File: src/design/ica_regs.vh
// Constants for the I/O chain address allocator
`ifndef ICA_REGS_VH
`define ICA_REGS_VH

// ----------------------------------------
// Chain and image sizes
// ----------------------------------------
`define ICA_MAX_MODS 8
`define ICA_IDX_W 3
`define ICA_PTS_W 5
`define ICA_BYTE_BITS 4'd8
`define ICA_IMG_AW 5
`define ICA_IMG_BYTES 6'd32
`define ICA_PTR_W 6
`define ICA_APTR_W 7

// ----------------------------------------
// Base unit I/O (fixed map, placed first)
// ----------------------------------------
`define ICA_LOCAL_IN_PTS 5'd14
`define ICA_LOCAL_OUT_PTS 5'd10

// ----------------------------------------
// Reset values and the full mask byte
// ----------------------------------------
`define ICA_PTR_RST 6'h00
`define ICA_APTR_RST 7'h00
`define ICA_MASK_FULL 8'hFF

`endif

File: src/design/ica_allocator.v
// I/O chain address allocator: map walk, input update, image and analog access
`timescale 1ns/100ps
`include "ica_regs.vh"

// How it works
// - Base unit points take input bytes 0-1 and output bytes 0-1 whatever is chained.
// - Each module's bases come from its type and position, continuing the same-type pointer.
// - Digital in, digital out, analog in and analog out each keep a pointer of their own.
// - A digital module takes whole bytes, its point count rounded up to eight.
// - The next module starts at the next free byte, never in a previous module's spare bits.
// - Every bit of the output image, spare or not, is plain read-write program storage.
// - Each input update writes field data ANDed with a mask, so spare input bits read zero.
// - Analog inputs and outputs are each counted in even numbers of points.
// - Analog pad points are not given onward and any access to them is a miss.
// - Analog accesses are forwarded straight to the module, with no image kept.
// - Analog points sit at even word addresses, two per point.
// - Image bytes above the last installed byte are left to the program as flag storage.
module ica_allocator (
  // Clock, reset, enable
  input wire core_clk_i,
  input wire rst_n_i,
  input wire ce_i,
  // Chain descriptors
  output wire [`ICA_IDX_W-1:0] desc_idx_o,
  input wire desc_present_i,
  input wire [`ICA_PTS_W-1:0] desc_din_pts_i,
  input wire [`ICA_PTS_W-1:0] desc_dout_pts_i,
  input wire [`ICA_PTS_W-1:0] desc_ain_pts_i,
  input wire [`ICA_PTS_W-1:0] desc_aout_pts_i,
  // Map status and query
  output reg map_valid_o,
  output reg cfg_err_o,
  output reg [`ICA_PTR_W-1:0] in_bytes_o,
  output reg [`ICA_PTR_W-1:0] out_bytes_o,
  input wire [`ICA_IDX_W-1:0] qry_idx_i,
  output reg qry_valid_o,
  output reg [`ICA_PTR_W-1:0] qry_din_base_o,
  output reg [`ICA_PTR_W-1:0] qry_dout_base_o,
  output reg [7:0] qry_ain_word_o,
  output reg [7:0] qry_aout_word_o,
  // Input update cycle
  input wire upd_start_i,
  output wire upd_busy_o,
  output reg upd_done_o,
  output reg [`ICA_IMG_AW-1:0] fld_addr_o,
  input wire [7:0] fld_data_i,
  // Program access to the digital image
  input wire prog_req_i,
  input wire prog_we_i,
  input wire prog_out_i,
  input wire [`ICA_IMG_AW-1:0] prog_addr_i,
  input wire [7:0] prog_wdata_i,
  output wire prog_ready_o,
  output reg prog_rvalid_o,
  output wire [7:0] prog_rdata_o,
  // Program analog access
  input wire ana_req_i,
  input wire ana_we_i,
  input wire ana_out_i,
  input wire [7:0] ana_addr_i,
  input wire [15:0] ana_wdata_i,
  output wire ana_ready_o,
  output reg ana_miss_o,
  output reg ana_rvalid_o,
  output reg [15:0] ana_rdata_o,
  // Analog module side
  output reg mod_req_o,
  output reg mod_we_o,
  output reg mod_out_o,
  output reg [`ICA_IDX_W-1:0] mod_idx_o,
  output reg [`ICA_PTS_W-1:0] mod_chan_o,
  output reg [15:0] mod_wdata_o,
  input wire mod_ack_i,
  input wire [15:0] mod_rdata_i
);

  // ----------------------------------------
  // States and helpers
  // ----------------------------------------
  localparam ST_MASK = 4'b0001;
  localparam ST_LOAD = 4'b0010;
  localparam ST_READY = 4'b0100;
  localparam ST_UPD = 4'b1000;
  // Base unit output bytes, fixed whatever is chained
  localparam [`ICA_PTR_W-1:0] LOCAL_OUT_BYTES = ({1'b0, `ICA_LOCAL_OUT_PTS} + 6'd7) >> 3;

  // Whole bytes needed for a point count
  function [`ICA_PTR_W-1:0] bytes_of;
    input [`ICA_PTS_W-1:0] pts;
    begin
      bytes_of = ({1'b0, pts} + 6'd7) >> 3;
    end
  endfunction

  // Point count rounded up to an even number
  function [`ICA_APTR_W-1:0] even_of;
    input [`ICA_PTS_W-1:0] pts;
    begin
      even_of = {1'b0, ({1'b0, pts} + 6'd1) & 6'h3E};
    end
  endfunction

  reg [3:0] state;
  reg [`ICA_IDX_W-1:0] idx;
  reg walk_end;
  reg [`ICA_PTS_W-1:0] in_left;
  reg [`ICA_PTR_W-1:0] in_ptr;
  reg [`ICA_PTR_W-1:0] out_ptr;
  reg [`ICA_APTR_W-1:0] ain_ptr;
  reg [`ICA_APTR_W-1:0] aout_ptr;
  reg [`ICA_PTR_W-1:0] upd_ptr;
  reg upd_wr;
  reg ana_busy;
  reg [`ICA_MAX_MODS-1:0] mod_valid;
  reg [`ICA_PTR_W-1:0] din_base [0:`ICA_MAX_MODS-1];
  reg [`ICA_PTR_W-1:0] dout_base [0:`ICA_MAX_MODS-1];
  reg [`ICA_APTR_W-1:0] ain_base [0:`ICA_MAX_MODS-1];
  reg [`ICA_APTR_W-1:0] aout_base [0:`ICA_MAX_MODS-1];
  reg [`ICA_PTS_W-1:0] ain_cnt [0:`ICA_MAX_MODS-1];
  reg [`ICA_PTS_W-1:0] aout_cnt [0:`ICA_MAX_MODS-1];

  wire [`ICA_PTR_W-1:0] new_in_end = in_ptr + bytes_of(desc_din_pts_i);
  wire [`ICA_PTR_W-1:0] new_out_end = out_ptr + bytes_of(desc_dout_pts_i);
  wire [7:0] mask_rdata;
  wire [7:0] img_rdata;
  wire an_hit;
  wire [`ICA_IDX_W-1:0] an_idx;
  wire [`ICA_PTS_W-1:0] an_chan;

  assign desc_idx_o = idx;
  assign upd_busy_o = (state == ST_UPD);
  assign prog_ready_o = (state == ST_READY);
  assign ana_ready_o = map_valid_o && !ana_busy;
  assign prog_rdata_o = img_rdata;

  // ----------------------------------------
  // Input mask and image memories
  // ----------------------------------------
  // Mask byte for the next input byte of the walk
  reg [7:0] mask_wdata;
  reg [`ICA_PTS_W-1:0] in_take;
  always @* begin
    mask_wdata = `ICA_MASK_FULL;
    in_take = {1'b0, `ICA_BYTE_BITS};
    if (in_left < {1'b0, `ICA_BYTE_BITS}) begin
      mask_wdata = ~(`ICA_MASK_FULL << in_left[2:0]);
      in_take = in_left;
    end
  end

  wire mask_we = (state == ST_MASK) && (in_left != {`ICA_PTS_W{1'b0}});

  ica_byte_ram #(.AW(`ICA_IMG_AW), .DW(8)) u_mask_ram (
    .core_clk_i(core_clk_i),
    .rst_n_i(rst_n_i),
    .ce_i(ce_i),
    .we_i(mask_we),
    .waddr_i(in_ptr[`ICA_IMG_AW-1:0]),
    .wdata_i(mask_wdata),
    .raddr_i(upd_ptr[`ICA_IMG_AW-1:0]),
    .rdata_o(mask_rdata)
  );

  // Update writes win; program access is only offered in the ready state
  wire prog_go = prog_req_i && prog_ready_o;
  wire img_we = upd_wr || (prog_go && prog_we_i);
  wire [`ICA_IMG_AW:0] img_waddr = upd_wr ? {1'b0, fld_addr_o} : {prog_out_i, prog_addr_i};
  wire [7:0] img_wdata = upd_wr ? (fld_data_i & mask_rdata) : prog_wdata_i;

  ica_byte_ram #(.AW(`ICA_IMG_AW + 1), .DW(8)) u_img_ram (
    .core_clk_i(core_clk_i),
    .rst_n_i(rst_n_i),
    .ce_i(ce_i),
    .we_i(img_we),
    .waddr_i(img_waddr),
    .wdata_i(img_wdata),
    .raddr_i({prog_out_i, prog_addr_i}),
    .rdata_o(img_rdata)
  );

  // ----------------------------------------
  // Map walk and input update
  // ----------------------------------------
  always @(posedge core_clk_i or negedge rst_n_i) begin
    if (!rst_n_i) begin
      state <= ST_MASK;
      idx <= {`ICA_IDX_W{1'b0}};
      walk_end <= 1'b0;
      in_left <= `ICA_LOCAL_IN_PTS;
      in_ptr <= `ICA_PTR_RST;
      out_ptr <= `ICA_PTR_RST + LOCAL_OUT_BYTES;
      ain_ptr <= `ICA_APTR_RST;
      aout_ptr <= `ICA_APTR_RST;
      mod_valid <= {`ICA_MAX_MODS{1'b0}};
      map_valid_o <= 1'b0;
      cfg_err_o <= 1'b0;
      upd_ptr <= `ICA_PTR_RST;
      upd_wr <= 1'b0;
      upd_done_o <= 1'b0;
      fld_addr_o <= {`ICA_IMG_AW{1'b0}};
      prog_rvalid_o <= 1'b0;
    end else if (ce_i) begin
      upd_done_o <= 1'b0;
      prog_rvalid_o <= prog_go && !prog_we_i;
      case (state)
        ST_MASK: begin
          if (mask_we) begin
            in_ptr <= in_ptr + 6'd1;
            in_left <= in_left - in_take;
          end else if (walk_end) begin
            state <= ST_READY;
            map_valid_o <= 1'b1;
          end else begin
            state <= ST_LOAD;
          end
        end
        ST_LOAD: begin
          if (!desc_present_i) begin
            state <= ST_READY;
            map_valid_o <= 1'b1;
          end else if (new_in_end > `ICA_IMG_BYTES || new_out_end > `ICA_IMG_BYTES) begin
            state <= ST_READY;
            map_valid_o <= 1'b1;
            cfg_err_o <= 1'b1;
          end else begin
            out_ptr <= new_out_end;
            ain_ptr <= ain_ptr + even_of(desc_ain_pts_i);
            aout_ptr <= aout_ptr + even_of(desc_aout_pts_i);
            in_left <= desc_din_pts_i;
            mod_valid[idx] <= 1'b1;
            idx <= idx + 3'd1;
            walk_end <= (idx == `ICA_MAX_MODS - 1);
            state <= ST_MASK;
          end
        end
        ST_READY: begin
          if (upd_start_i) begin
            state <= ST_UPD;
            upd_ptr <= `ICA_PTR_RST;
          end
        end
        ST_UPD: begin
          // bytes past in_ptr are never overwritten
          if (upd_ptr < in_ptr) begin
            fld_addr_o <= upd_ptr[`ICA_IMG_AW-1:0];
            upd_ptr <= upd_ptr + 6'd1;
            upd_wr <= 1'b1;
          end else begin
            upd_wr <= 1'b0;
            if (!upd_wr) begin
              state <= ST_READY;
              upd_done_o <= 1'b1;
            end
          end
        end
        default: begin
          state <= ST_READY;
        end
      endcase
    end
  end

  // Per-module bases captured during the walk
  always @(posedge core_clk_i) begin
    if (ce_i && state == ST_LOAD && desc_present_i) begin
      din_base[idx] <= in_ptr;
      dout_base[idx] <= out_ptr;
      ain_base[idx] <= ain_ptr;
      aout_base[idx] <= aout_ptr;
      ain_cnt[idx] <= desc_ain_pts_i;
      aout_cnt[idx] <= desc_aout_pts_i;
    end
  end

  // Map query and totals, registered
  always @(posedge core_clk_i or negedge rst_n_i) begin
    if (!rst_n_i) begin
      qry_valid_o <= 1'b0;
      qry_din_base_o <= `ICA_PTR_RST;
      qry_dout_base_o <= `ICA_PTR_RST;
      qry_ain_word_o <= 8'h00;
      qry_aout_word_o <= 8'h00;
      in_bytes_o <= `ICA_PTR_RST;
      out_bytes_o <= `ICA_PTR_RST;
    end else if (ce_i) begin
      in_bytes_o <= in_ptr;
      out_bytes_o <= out_ptr;
      qry_valid_o <= map_valid_o && mod_valid[qry_idx_i];
      qry_din_base_o <= din_base[qry_idx_i];
      qry_dout_base_o <= dout_base[qry_idx_i];
      qry_ain_word_o <= {ain_base[qry_idx_i], 1'b0};
      qry_aout_word_o <= {aout_base[qry_idx_i], 1'b0};
    end
  end

  // ----------------------------------------
  // Analog direct access
  // ----------------------------------------
  wire [`ICA_MAX_MODS*`ICA_APTR_W-1:0] an_base_flat;
  wire [`ICA_MAX_MODS*`ICA_PTS_W-1:0] an_cnt_flat;
  genvar g;
  generate
    for (g = 0; g < `ICA_MAX_MODS; g = g + 1) begin : g_flat
      assign an_base_flat[g*`ICA_APTR_W +: `ICA_APTR_W] = ana_out_i ? aout_base[g] : ain_base[g];
      assign an_cnt_flat[g*`ICA_PTS_W +: `ICA_PTS_W] = ana_out_i ? aout_cnt[g] : ain_cnt[g];
    end
  endgenerate

  ica_an_decode u_an_decode (
    .addr_i(ana_addr_i),
    .valid_i(mod_valid),
    .base_i(an_base_flat),
    .cnt_i(an_cnt_flat),
    .hit_o(an_hit),
    .idx_o(an_idx),
    .chan_o(an_chan)
  );

  // One access in flight; a miss is answered at once
  always @(posedge core_clk_i or negedge rst_n_i) begin
    if (!rst_n_i) begin
      ana_busy <= 1'b0;
      ana_miss_o <= 1'b0;
      ana_rvalid_o <= 1'b0;
      ana_rdata_o <= 16'h0000;
      mod_req_o <= 1'b0;
      mod_we_o <= 1'b0;
      mod_out_o <= 1'b0;
      mod_idx_o <= {`ICA_IDX_W{1'b0}};
      mod_chan_o <= {`ICA_PTS_W{1'b0}};
      mod_wdata_o <= 16'h0000;
    end else if (ce_i) begin
      ana_miss_o <= 1'b0;
      ana_rvalid_o <= 1'b0;
      if (ana_req_i && ana_ready_o) begin
        if (an_hit) begin
          ana_busy <= 1'b1;
          mod_req_o <= 1'b1;
          mod_we_o <= ana_we_i;
          mod_out_o <= ana_out_i;
          mod_idx_o <= an_idx;
          mod_chan_o <= an_chan;
          mod_wdata_o <= ana_wdata_i;
        end else begin
          ana_miss_o <= 1'b1;
        end
      end else if (mod_req_o && mod_ack_i) begin
        ana_busy <= 1'b0;
        mod_req_o <= 1'b0;
        ana_rvalid_o <= 1'b1;
        ana_rdata_o <= mod_rdata_i;
      end
    end
  end

endmodule

File: src/design/ica_byte_ram.v
// Small simple dual-port memory with registered read data
`timescale 1ns/100ps
module ica_byte_ram #(
  parameter AW = 5,
  parameter DW = 8
) (
  // Clock and reset
  input wire core_clk_i,
  input wire rst_n_i,
  input wire ce_i,
  // Write port
  input wire we_i,
  input wire [AW-1:0] waddr_i,
  input wire [DW-1:0] wdata_i,
  // Read port
  input wire [AW-1:0] raddr_i,
  output reg [DW-1:0] rdata_o
);

  reg [DW-1:0] mem [0:(1<<AW)-1];

  // Array has no reset; only the read register is defined after reset
  always @(posedge core_clk_i) begin
    if (ce_i && we_i) begin
      mem[waddr_i] <= wdata_i;
    end
  end

  // Read is registered, so data appear one edge after the address
  always @(posedge core_clk_i or negedge rst_n_i) begin
    if (!rst_n_i) begin
      rdata_o <= {DW{1'b0}};
    end else if (ce_i) begin
      rdata_o <= mem[raddr_i];
    end
  end

endmodule

File: src/design/ica_an_decode.v
// Analog word address to chain module and channel decoder
`timescale 1ns/100ps
`include "ica_regs.vh"
module ica_an_decode (
  // Request address
  input wire [7:0] addr_i,
  // Per-module map, module m in slice m
  input wire [`ICA_MAX_MODS-1:0] valid_i,
  input wire [`ICA_MAX_MODS*`ICA_APTR_W-1:0] base_i,
  input wire [`ICA_MAX_MODS*`ICA_PTS_W-1:0] cnt_i,
  // Result
  output reg hit_o,
  output reg [`ICA_IDX_W-1:0] idx_o,
  output reg [`ICA_PTS_W-1:0] chan_o
);

  wire [`ICA_APTR_W-1:0] point = addr_i[7:1];
  wire [`ICA_MAX_MODS-1:0] hit_m;
  wire [`ICA_MAX_MODS*`ICA_APTR_W-1:0] off_m;

  // Only present points hit; rounding pads are lost addresses
  genvar m;
  generate
    for (m = 0; m < `ICA_MAX_MODS; m = m + 1) begin : g_mod
      wire [`ICA_APTR_W-1:0] base = base_i[m*`ICA_APTR_W +: `ICA_APTR_W];
      wire [`ICA_PTS_W-1:0] cnt = cnt_i[m*`ICA_PTS_W +: `ICA_PTS_W];
      assign off_m[m*`ICA_APTR_W +: `ICA_APTR_W] = point - base;
      assign hit_m[m] = valid_i[m] && !addr_i[0] && (point >= base) &&
                        ((point - base) < {2'b00, cnt});
    end
  endgenerate

  // Ranges do not overlap, so the lowest hit is the only hit
  integer k;
  always @* begin
    hit_o = 1'b0;
    idx_o = {`ICA_IDX_W{1'b0}};
    chan_o = {`ICA_PTS_W{1'b0}};
    for (k = `ICA_MAX_MODS - 1; k >= 0; k = k - 1) begin
      if (hit_m[k]) begin
        hit_o = 1'b1;
        idx_o = k[`ICA_IDX_W-1:0];
        chan_o = off_m[k*`ICA_APTR_W +: `ICA_PTS_W];
      end
    end
  end

endmodule

File: config.mk
export PLATFORM = sky130hd
export DESIGN_NAME = ica_allocator
export DESIGN_NICKNAME = d
export VERILOG_FILES = /design/src/design/ica_allocator.v /design/src/design/ica_byte_ram.v /design/src/design/ica_an_decode.v
export VERILOG_INCLUDE_DIRS = /design/src /design/src/design
export SDC_FILE = /design/constraint.sdc
export NUM_CORES = 1
export LEC_CHECK = 0
export ABC_AREA = 1
export BUFFER_PORTS_ARGS = -buffer_cell sky130_fd_sc_hd__buf_2
export CAP_MARGIN = 20
export CORE_ASPECT_RATIO = 1.1
export CORE_MARGIN = 2
export CORE_UTILIZATION = 57
export DETAILED_ROUTE_END_ITERATION = 10
export PLACE_DENSITY = 0.74
export SETUP_SLACK_MARGIN = 0.4
export SLEW_MARGIN = 20
export SYNTH_ARGS = -nofsm -noshare
export SYNTH_HDL_FRONTEND = slang
export SYNTH_SLANG_ARGS = --single-unit
File: constraint.sdc
create_clock -name core_clk_i -period 3.87 [get_ports core_clk_i]
set_input_delay 0.9675 -clock core_clk_i [delete_from_list [all_inputs] [get_ports core_clk_i]]
set_output_delay 0.9675 -clock core_clk_i [all_outputs]
set_load 0.02 [all_outputs]
; ---- Word-level counts from Yosys, hierarchy flattened
; Memories as Yosys holds them, arrays and structs flattened. A register that Yosys moved wholly into a read port is not among the register bits.
; Index checks and enable logic that the tools add are counted.
[totals]
reg_bits = 121
mem_bits_rw = 1056
input_bits = 96
output_inout_bits = 109
wordCells = 250
mem_count = 8
[op_classes]
add_sub_neg = 20
n_lt_le_gt_ge = 23
n_eq_ne = 16
n_shift = 1
n_mux = 85
bitwise_logic = 5
reduce_logical = 64
[memory_table]
columns = name, words, width, rd, rd_clocked_by_memory_dff, write_ports, line
row1 = u_img_ram.mem, 64, 8, 1, 1, 1, ica_byte_ram.v:20  ; reg [DW-1:0] mem [0:(1<<AW)-1];
row2 = u_mask_ram.mem, 32, 8, 1, 1, 1, ica_byte_ram.v:20
row3 = ain_base, 8, 7, 9, 1, 1, ica_allocator.v:117  ; reg [`ICA_APTR_W-1:0] ain_base [0:`ICA_MAX_MODS-1];
row4 = aout_base, 8, 7, 9, 1, 1, ica_allocator.v:118  ; reg [`ICA_APTR_W-1:0] aout_base [0:`ICA_MAX_MODS-1];
row5 = din_base, 8, 6, 1, 1, 1, ica_allocator.v:115  ; reg [`ICA_PTR_W-1:0] din_base [0:`ICA_MAX_MODS-1];
row6 = dout_base, 8, 6, 1, 1, 1, ica_allocator.v:116  ; reg [`ICA_PTR_W-1:0] dout_base [0:`ICA_MAX_MODS-1];
row7 = 2 more memories, --, --, --, --, --, --
[ops]
columns = operator, count
row1 = $mux W5, 20
row2 = $ge A7 B7 Y1, 8
row3 = $lt A7 B5 Y1, 8
row4 = $mux W7, 8
row5 = $sub A7 B7 Y7, 8
row6 = $logic_and A1 B1 Y1, 37
row7 = $mux W3, 11
row8 = $mux W1, 31
row9 = $mux W6, 3
row10 = $mux W4, 4
row11 = $mux W8, 2
row12 = $ne A2 B2 Y1 const B, 8
row13 = $pmux W4 S4, 1
row14 = $reduce_and A3 Y1, 5
row15 = $reduce_and A5 Y1, 3
row16 = $add A7 B6 Y7, 2
row17 = $add A5 B1 Y6 const B, 2
row18 = $add A5 B3 Y6 const B, 2
row19 = $add A6 B1 Y6 const B, 2
row20 = $add A6 B3 Y6, 2
row21 = $gt A6 B6 Y1 const B, 2
row22 = $pmux W6 S2, 1
row23 = $reduce_and A4 Y1, 3
row24 = $pmux W5 S2, 1
row25 = 26 further kinds, 40

; ---- Longest topological paths before layout
; An unclocked memory read counts as a cell.
[depth]
ltp_word = 15
ltp_mapped = 29
ltp_nobuf = 27

; ---- By module
; A second synthesis with hierarchy kept.
[hier_totals]
hier_cells = 5003
area_unflattened_um2 = 54153.2
[modules_own_cells]
columns = mod, instances, cells_per_inst, area_each_um2, seq_area_each_um2
row1 = ica_byte_ram at u_img_ram, 1, 1800, 21344.2, 15574.9
row2 = ica_allocator, 1, 1574, 17869.6, 11752.5
row3 = ica_byte_ram at u_mask_ram, 1, 926, 10870.4, 7887.6
row4 = ica_an_decode, 1, 703, 4068.9, 0.0

; ---- Worst setup path before layout
; No wires, ideal clock.
[synth_path]
path_type = input to register
startpoint = input port ana_out_i
endpoint = register mod_chan_o[1]
arrival_ps = 4144
required_ps = 3750
path_slack_ps = -394
stages = 22
n_path_buf = 4
cell_sequence = buf_4 > clkbuf_1 > clkbuf_1 > mux2i_1 > ha_1 > nand2_1 > nand2_1 > a31oi_1 > xor2_1 > inv_1 > ha_1 > nor3_1 > nand3_1 > nor2_1 > nand3_2 > nand2_1 > nor2_4 > nand2_4 > nand2_4 > buf_6 > nor2_1 > a21oi_2
[synth_via]
elab_chain_cells = 13
elab_cells_between_ends = 73
cone_classes = add/sub (8) / order compare (16) / mux (32) / reduce/logical (17)
[synth_lines]
columns = item, line
row1 = from (decl), ica_allocator.v:59  ; input wire ana_out_i,
row2 = $mux W7, ica_allocator.v:304  ; assign an_base_flat[g*`ICA_APTR_W +: `ICA_APTR_W] = ana_out_i ? aout_base[g] : ain_base[g];
row3 = $sub A7 B7 Y7 / $ge A7 B7 Y1 (equally long branches), "ica_an_decode.v:27, ica_an_decode.v:28"
row4 = $lt A7 B5 Y1 / $logic_and A1 B1 Y1 (equally long branches), "ica_an_decode.v:29, ica_an_decode.v:28"
row5 = $logic_and A1 B1 Y1, ica_an_decode.v:28  ; assign hit_m[m] = valid_i[m] && !addr_i[0] && (point >= base) &&
row6 = $mux W1 (8 in a row), ica_an_decode.v:40  ; if (hit_m[k]) begin
row7 = $reduce_and A3 Y1 (no source line), --
row8 = to (signal assigned), ica_allocator.v:330  ; mod_chan_o <= {`ICA_PTS_W{1'b0}};
row9 = to (signal assigned), ica_allocator.v:342  ; mod_chan_o <= an_chan;
row10 = to (decl), ica_allocator.v:71  ; output reg [`ICA_PTS_W-1:0] mod_chan_o,
; Parallel ways exist; a longest one is shown, timed or not.
; A chain may end at the register's enable or synchronous reset.

; ---- Worst setup path in the final report
[layout_path]
startpoint = input port ana_out_i
endpoint = register mod_wdata_o[1]
[layout_via]
elab_chain_cells = 13
elab_cells_between_ends = 65
cone_classes = add/sub (8) / order compare (16) / mux (24) / reduce/logical (17)
[layout_lines]
columns = item, line
row1 = $mux W7, ica_allocator.v:304
row2 = $sub A7 B7 Y7 / $ge A7 B7 Y1 (equally long branches), --
row3 = $lt A7 B5 Y1 / $logic_and A1 B1 Y1 (equally long branches), "ica_an_decode.v:29, ica_an_decode.v:28"
row4 = $logic_and A1 B1 Y1, ica_an_decode.v:28
row5 = $mux W1 (7 in a row), ica_an_decode.v:40
row6 = $mux W1 (*), ica_an_decode.v:40
row7 = $reduce_and A3 Y1 (no source line) (*), --
row8 = to (signal assigned), ica_allocator.v:343  ; mod_wdata_o <= ana_wdata_i;
row9 = to (decl), ica_allocator.v:72  ; output reg [15:0] mod_wdata_o,
; Mark *: on every way between the ends. The rest lies on a longest branch, timed or not.

==> results.cfg <==
[synthesis]
yosysSeqAreaShare_pct = 68.0
yosysWarnings = 0
syn_area_sq_um = 51800
synth-edff-count = 1040
synth_top_family_by_area = compound AO/OA/AOI/OAI gates
synth_xor_xnor_area_share_pct = 0.826
synthCells = 4374
synthMuxAreaShare_pct = 1.54
synth_seq_cells = 1199
synth_flop_cell = edfxtp_1
yosysUniqueCellTypes = 61
synth-simple-area-share_pct = 11.1
syn_area_per_cell_sq_um = 11.8
synthAdderAreaFrac_pct = 3.26
synth_compound_area_share_pct = 11.7
async_flop_share_pct = 13.3

[die]
core_area_sq_um = 89800
die_width_um = 291
num_rows = 115
io_pins = 205
dieHeight_um = 320
start_util_pct = 57.7
die_area_sq_um = 93300

[timing]
tightest_slew_ps = 1020
max_freq_mhz = 302
clock_skew_ps = 41.6
hold_viol_final = 0
grt_setup_unrepaired = yes
tns_ps = 0
drv_slew = 0
fin_ws_ps = 556
post-route-period-util_pct = 85.6
setup_viol = 0
relSlewSlack_pct = 31.5
fin_crit_ps = 3310

[grt]
use_met3_pct = 4.68
gr-usage-all-layers_pct = 29.1
grt_max_degree = 131
antenna_found_initial = 4
grt_pass1_wl_mm = 207
grt_pass1_vias = 35100
gr-total-overflow = 0
use_met2_pct = 48.5
grt.busiest_layer = met2
use_met1_pct = 37.6

[worst_setup_path]
ff2ff_path_depth = 20
reg2reg_to = mod_chan_o[1]$_DFFE_PN0P_
start_kind = input pin
arrival_ps = 3930
r2r_slack_ps = 670
cp_max_fo = 18
crit-reg2reg-launch = aout_base[6][2]$_DFFE_PP_
endpoint_kind = register
crit_type = input pin to register
cp_data_required_time_ps = 4490

[placement]
dp_hpwl_mm = 87.4
gp_congestion = 0.944
port_buffers = 200
pre_cts_slack_ps = -164

[clock_tree]
path_clk_slew_ps = 60
holdBufCountCts = 0
clock_sinks = 1199
cts_tree = yes
h-tree-depth = 3
cts-buffers-inserted = 113
clockBufferDepth = 3
cts-root-buf = clkbuf_16
clock_latency_ps = 710

[worst_hold_path]
hp-class = input pin to async pin

[final_layout]
finalNetCount = 4931
final_common_cell = edfxtp_1
fillers = 6390
multi_input_area_sq_um = 15000
area_growth_pct = 15.0
final_cell_mix = 1040 x edfxtp_1, 717 x nor2_1, 616 x o21ai_0
layout-drive-gt1-share_pct = 15.8
final-seq-area_sq_um = 35200

[route]
route.vias.total = 36400
drt_iter0_drc = 4248
post_drt_via_cell_ratio = 6.08
drt-total-wl_mm = 138
ant_nets = 0
first_pass_iters = 6
drt_drc_violations_left = 0
routedWlPerCell_um = 23.0

[run_status]
outcome = completed

[power_and_ir_drop]
powerDensity_nw_per_um2 = 553
ir_worst_vdd_mv = 0.604
p_leak_uw = 0.0222
p_total_uw = 32900

[flow_run]
cap_violations = 0
## report_power, final
group | internal [uW] | switching, uW | total (uW)
registers | 15500 | 368 | 15900
logic | 1540 | 4230 | 5770
clock network | 6410 | 4850 | 11300
total | 23500 | 9440 | 32900
## final cells by class
type | instances | share of cell area, %
multi-input combinational | 2716 | 25.2
tap | 1170 | 2.46
clock inverter | 77 | 1.39
clock buffer | 138 | 4.97
sequential | 1199 | 59.1
timing repair buffer | 460 | 5.51
inverter | 217 | 1.38
antenna | 3 | 0.0126
## per-layer routing
| layer | vias to the layer above | wire length (um) | share of wire [%] |
|---|---|---|---|
| met5 | - | 11 | 0.0080 |
| met4 | 2 | 7040 | 5.1 |
| met1 | 17500 | 51500 | 37 |
| met2 | 2009 | 66300 | 48 |
| met3 | 364 | 13100 | 9.5 |
| li1 | 16500 | - | - |
## synthesized netlist by cell type (all sizes together) (75+ instances only)
cell    instances  area (sq um)
nor2          734          2780
inv           211           792
o22ai         136           851
nand2         444          1700
o221ai        122          1070
ha            116          1450
clkbuf        180           676
a21oi          75           390
edfxtp       1040         31200
nand3         172           898
dfrtp         154          3850
o21ai         655          3280
## per-stage QoR
stage	area, sq um	std cells	hold slack [ps]	utilization [%]
5_1_grt	59600	5979	392	66.4
6_report	59600	5980	325	66.4
3_5_place_dp	55600	5757	453	62.0
4_1_cts	59400	5972	354	66.2
2_1_floorplan	52000	4377	436	-
3_3_place_gp	55600	5757	449	62.0
## logic make-up (layout without fill, tap and decap cells)
group                    Yosys count  count (layout)
multiplexers                      77              77
buffers and inverters            462             892
flip-flops                      1199            1199
AO/OA/AOI/OAI                   1047            1047
adder cells (fa/ha/maj)          128             128
AND/OR/NAND/NOR                 1411            1411
other                              2               8
XOR/XNOR                          48              48
## worst max-delay path, stage by stage
cell	delay (ps)
buf_6	140
buf_12	160
buf_12	140
mux2i_2	210
ha_1	290
buf_4	160
a31oi_1	150
xor2_1	160
inv_1	70
ha_1	180
nor3_1	170
nand3_1	110
nor2_2	170
nand3_2	150
nand2_2	120
nor2_4	50
nand2_4	70
nand2_4	60
inv_2	110
buf_12	150
nand2_1	60
nand2_1	60
## how the worst max path moves through the flow
stage | to | slack (ps) | start | cells past startpoint
6_report | mod_wdata_o[1]$_DFFE_PN0P_ | 560 | ana_out_i | 22
5_1_grt | mod_chan_o[1]$_DFFE_PN0P_ | 360 | ana_out_i | 21
2_1_floorplan | mod_chan_o[2]$_DFFE_PN0P_ | 140 | ana_out_i | 25
3_3_place_gp | mod_chan_o[2]$_DFFE_PN0P_ | -120 | ana_out_i | 22
4_1_cts | mod_chan_o[1]$_DFFE_PN0P_ | 560 | ana_out_i | 21
3_5_place_dp | mod_chan_o[1]$_DFFE_PN0P_ | -160 | ana_out_i | 21
## repair_timing
| action | 4_1_cts | 5_1_grt |
|---|---|---|
| resized for setup | 0 | 22 |
| setup endpoints to repair | 0 | 29 |
| setup buffers | 0 | 4 |
## registers in the layout, summed over array words and instances, names as in the netlist, 40 cells and up
register	flops
u_img_ram.mem	512
u_mask_ram.mem	256
ain_base	48
aout_base	48
din_base	48
dout_base	48
ain_cnt	40
aout_cnt	40
Note: power is estimated with default switching activity, not from simulation.
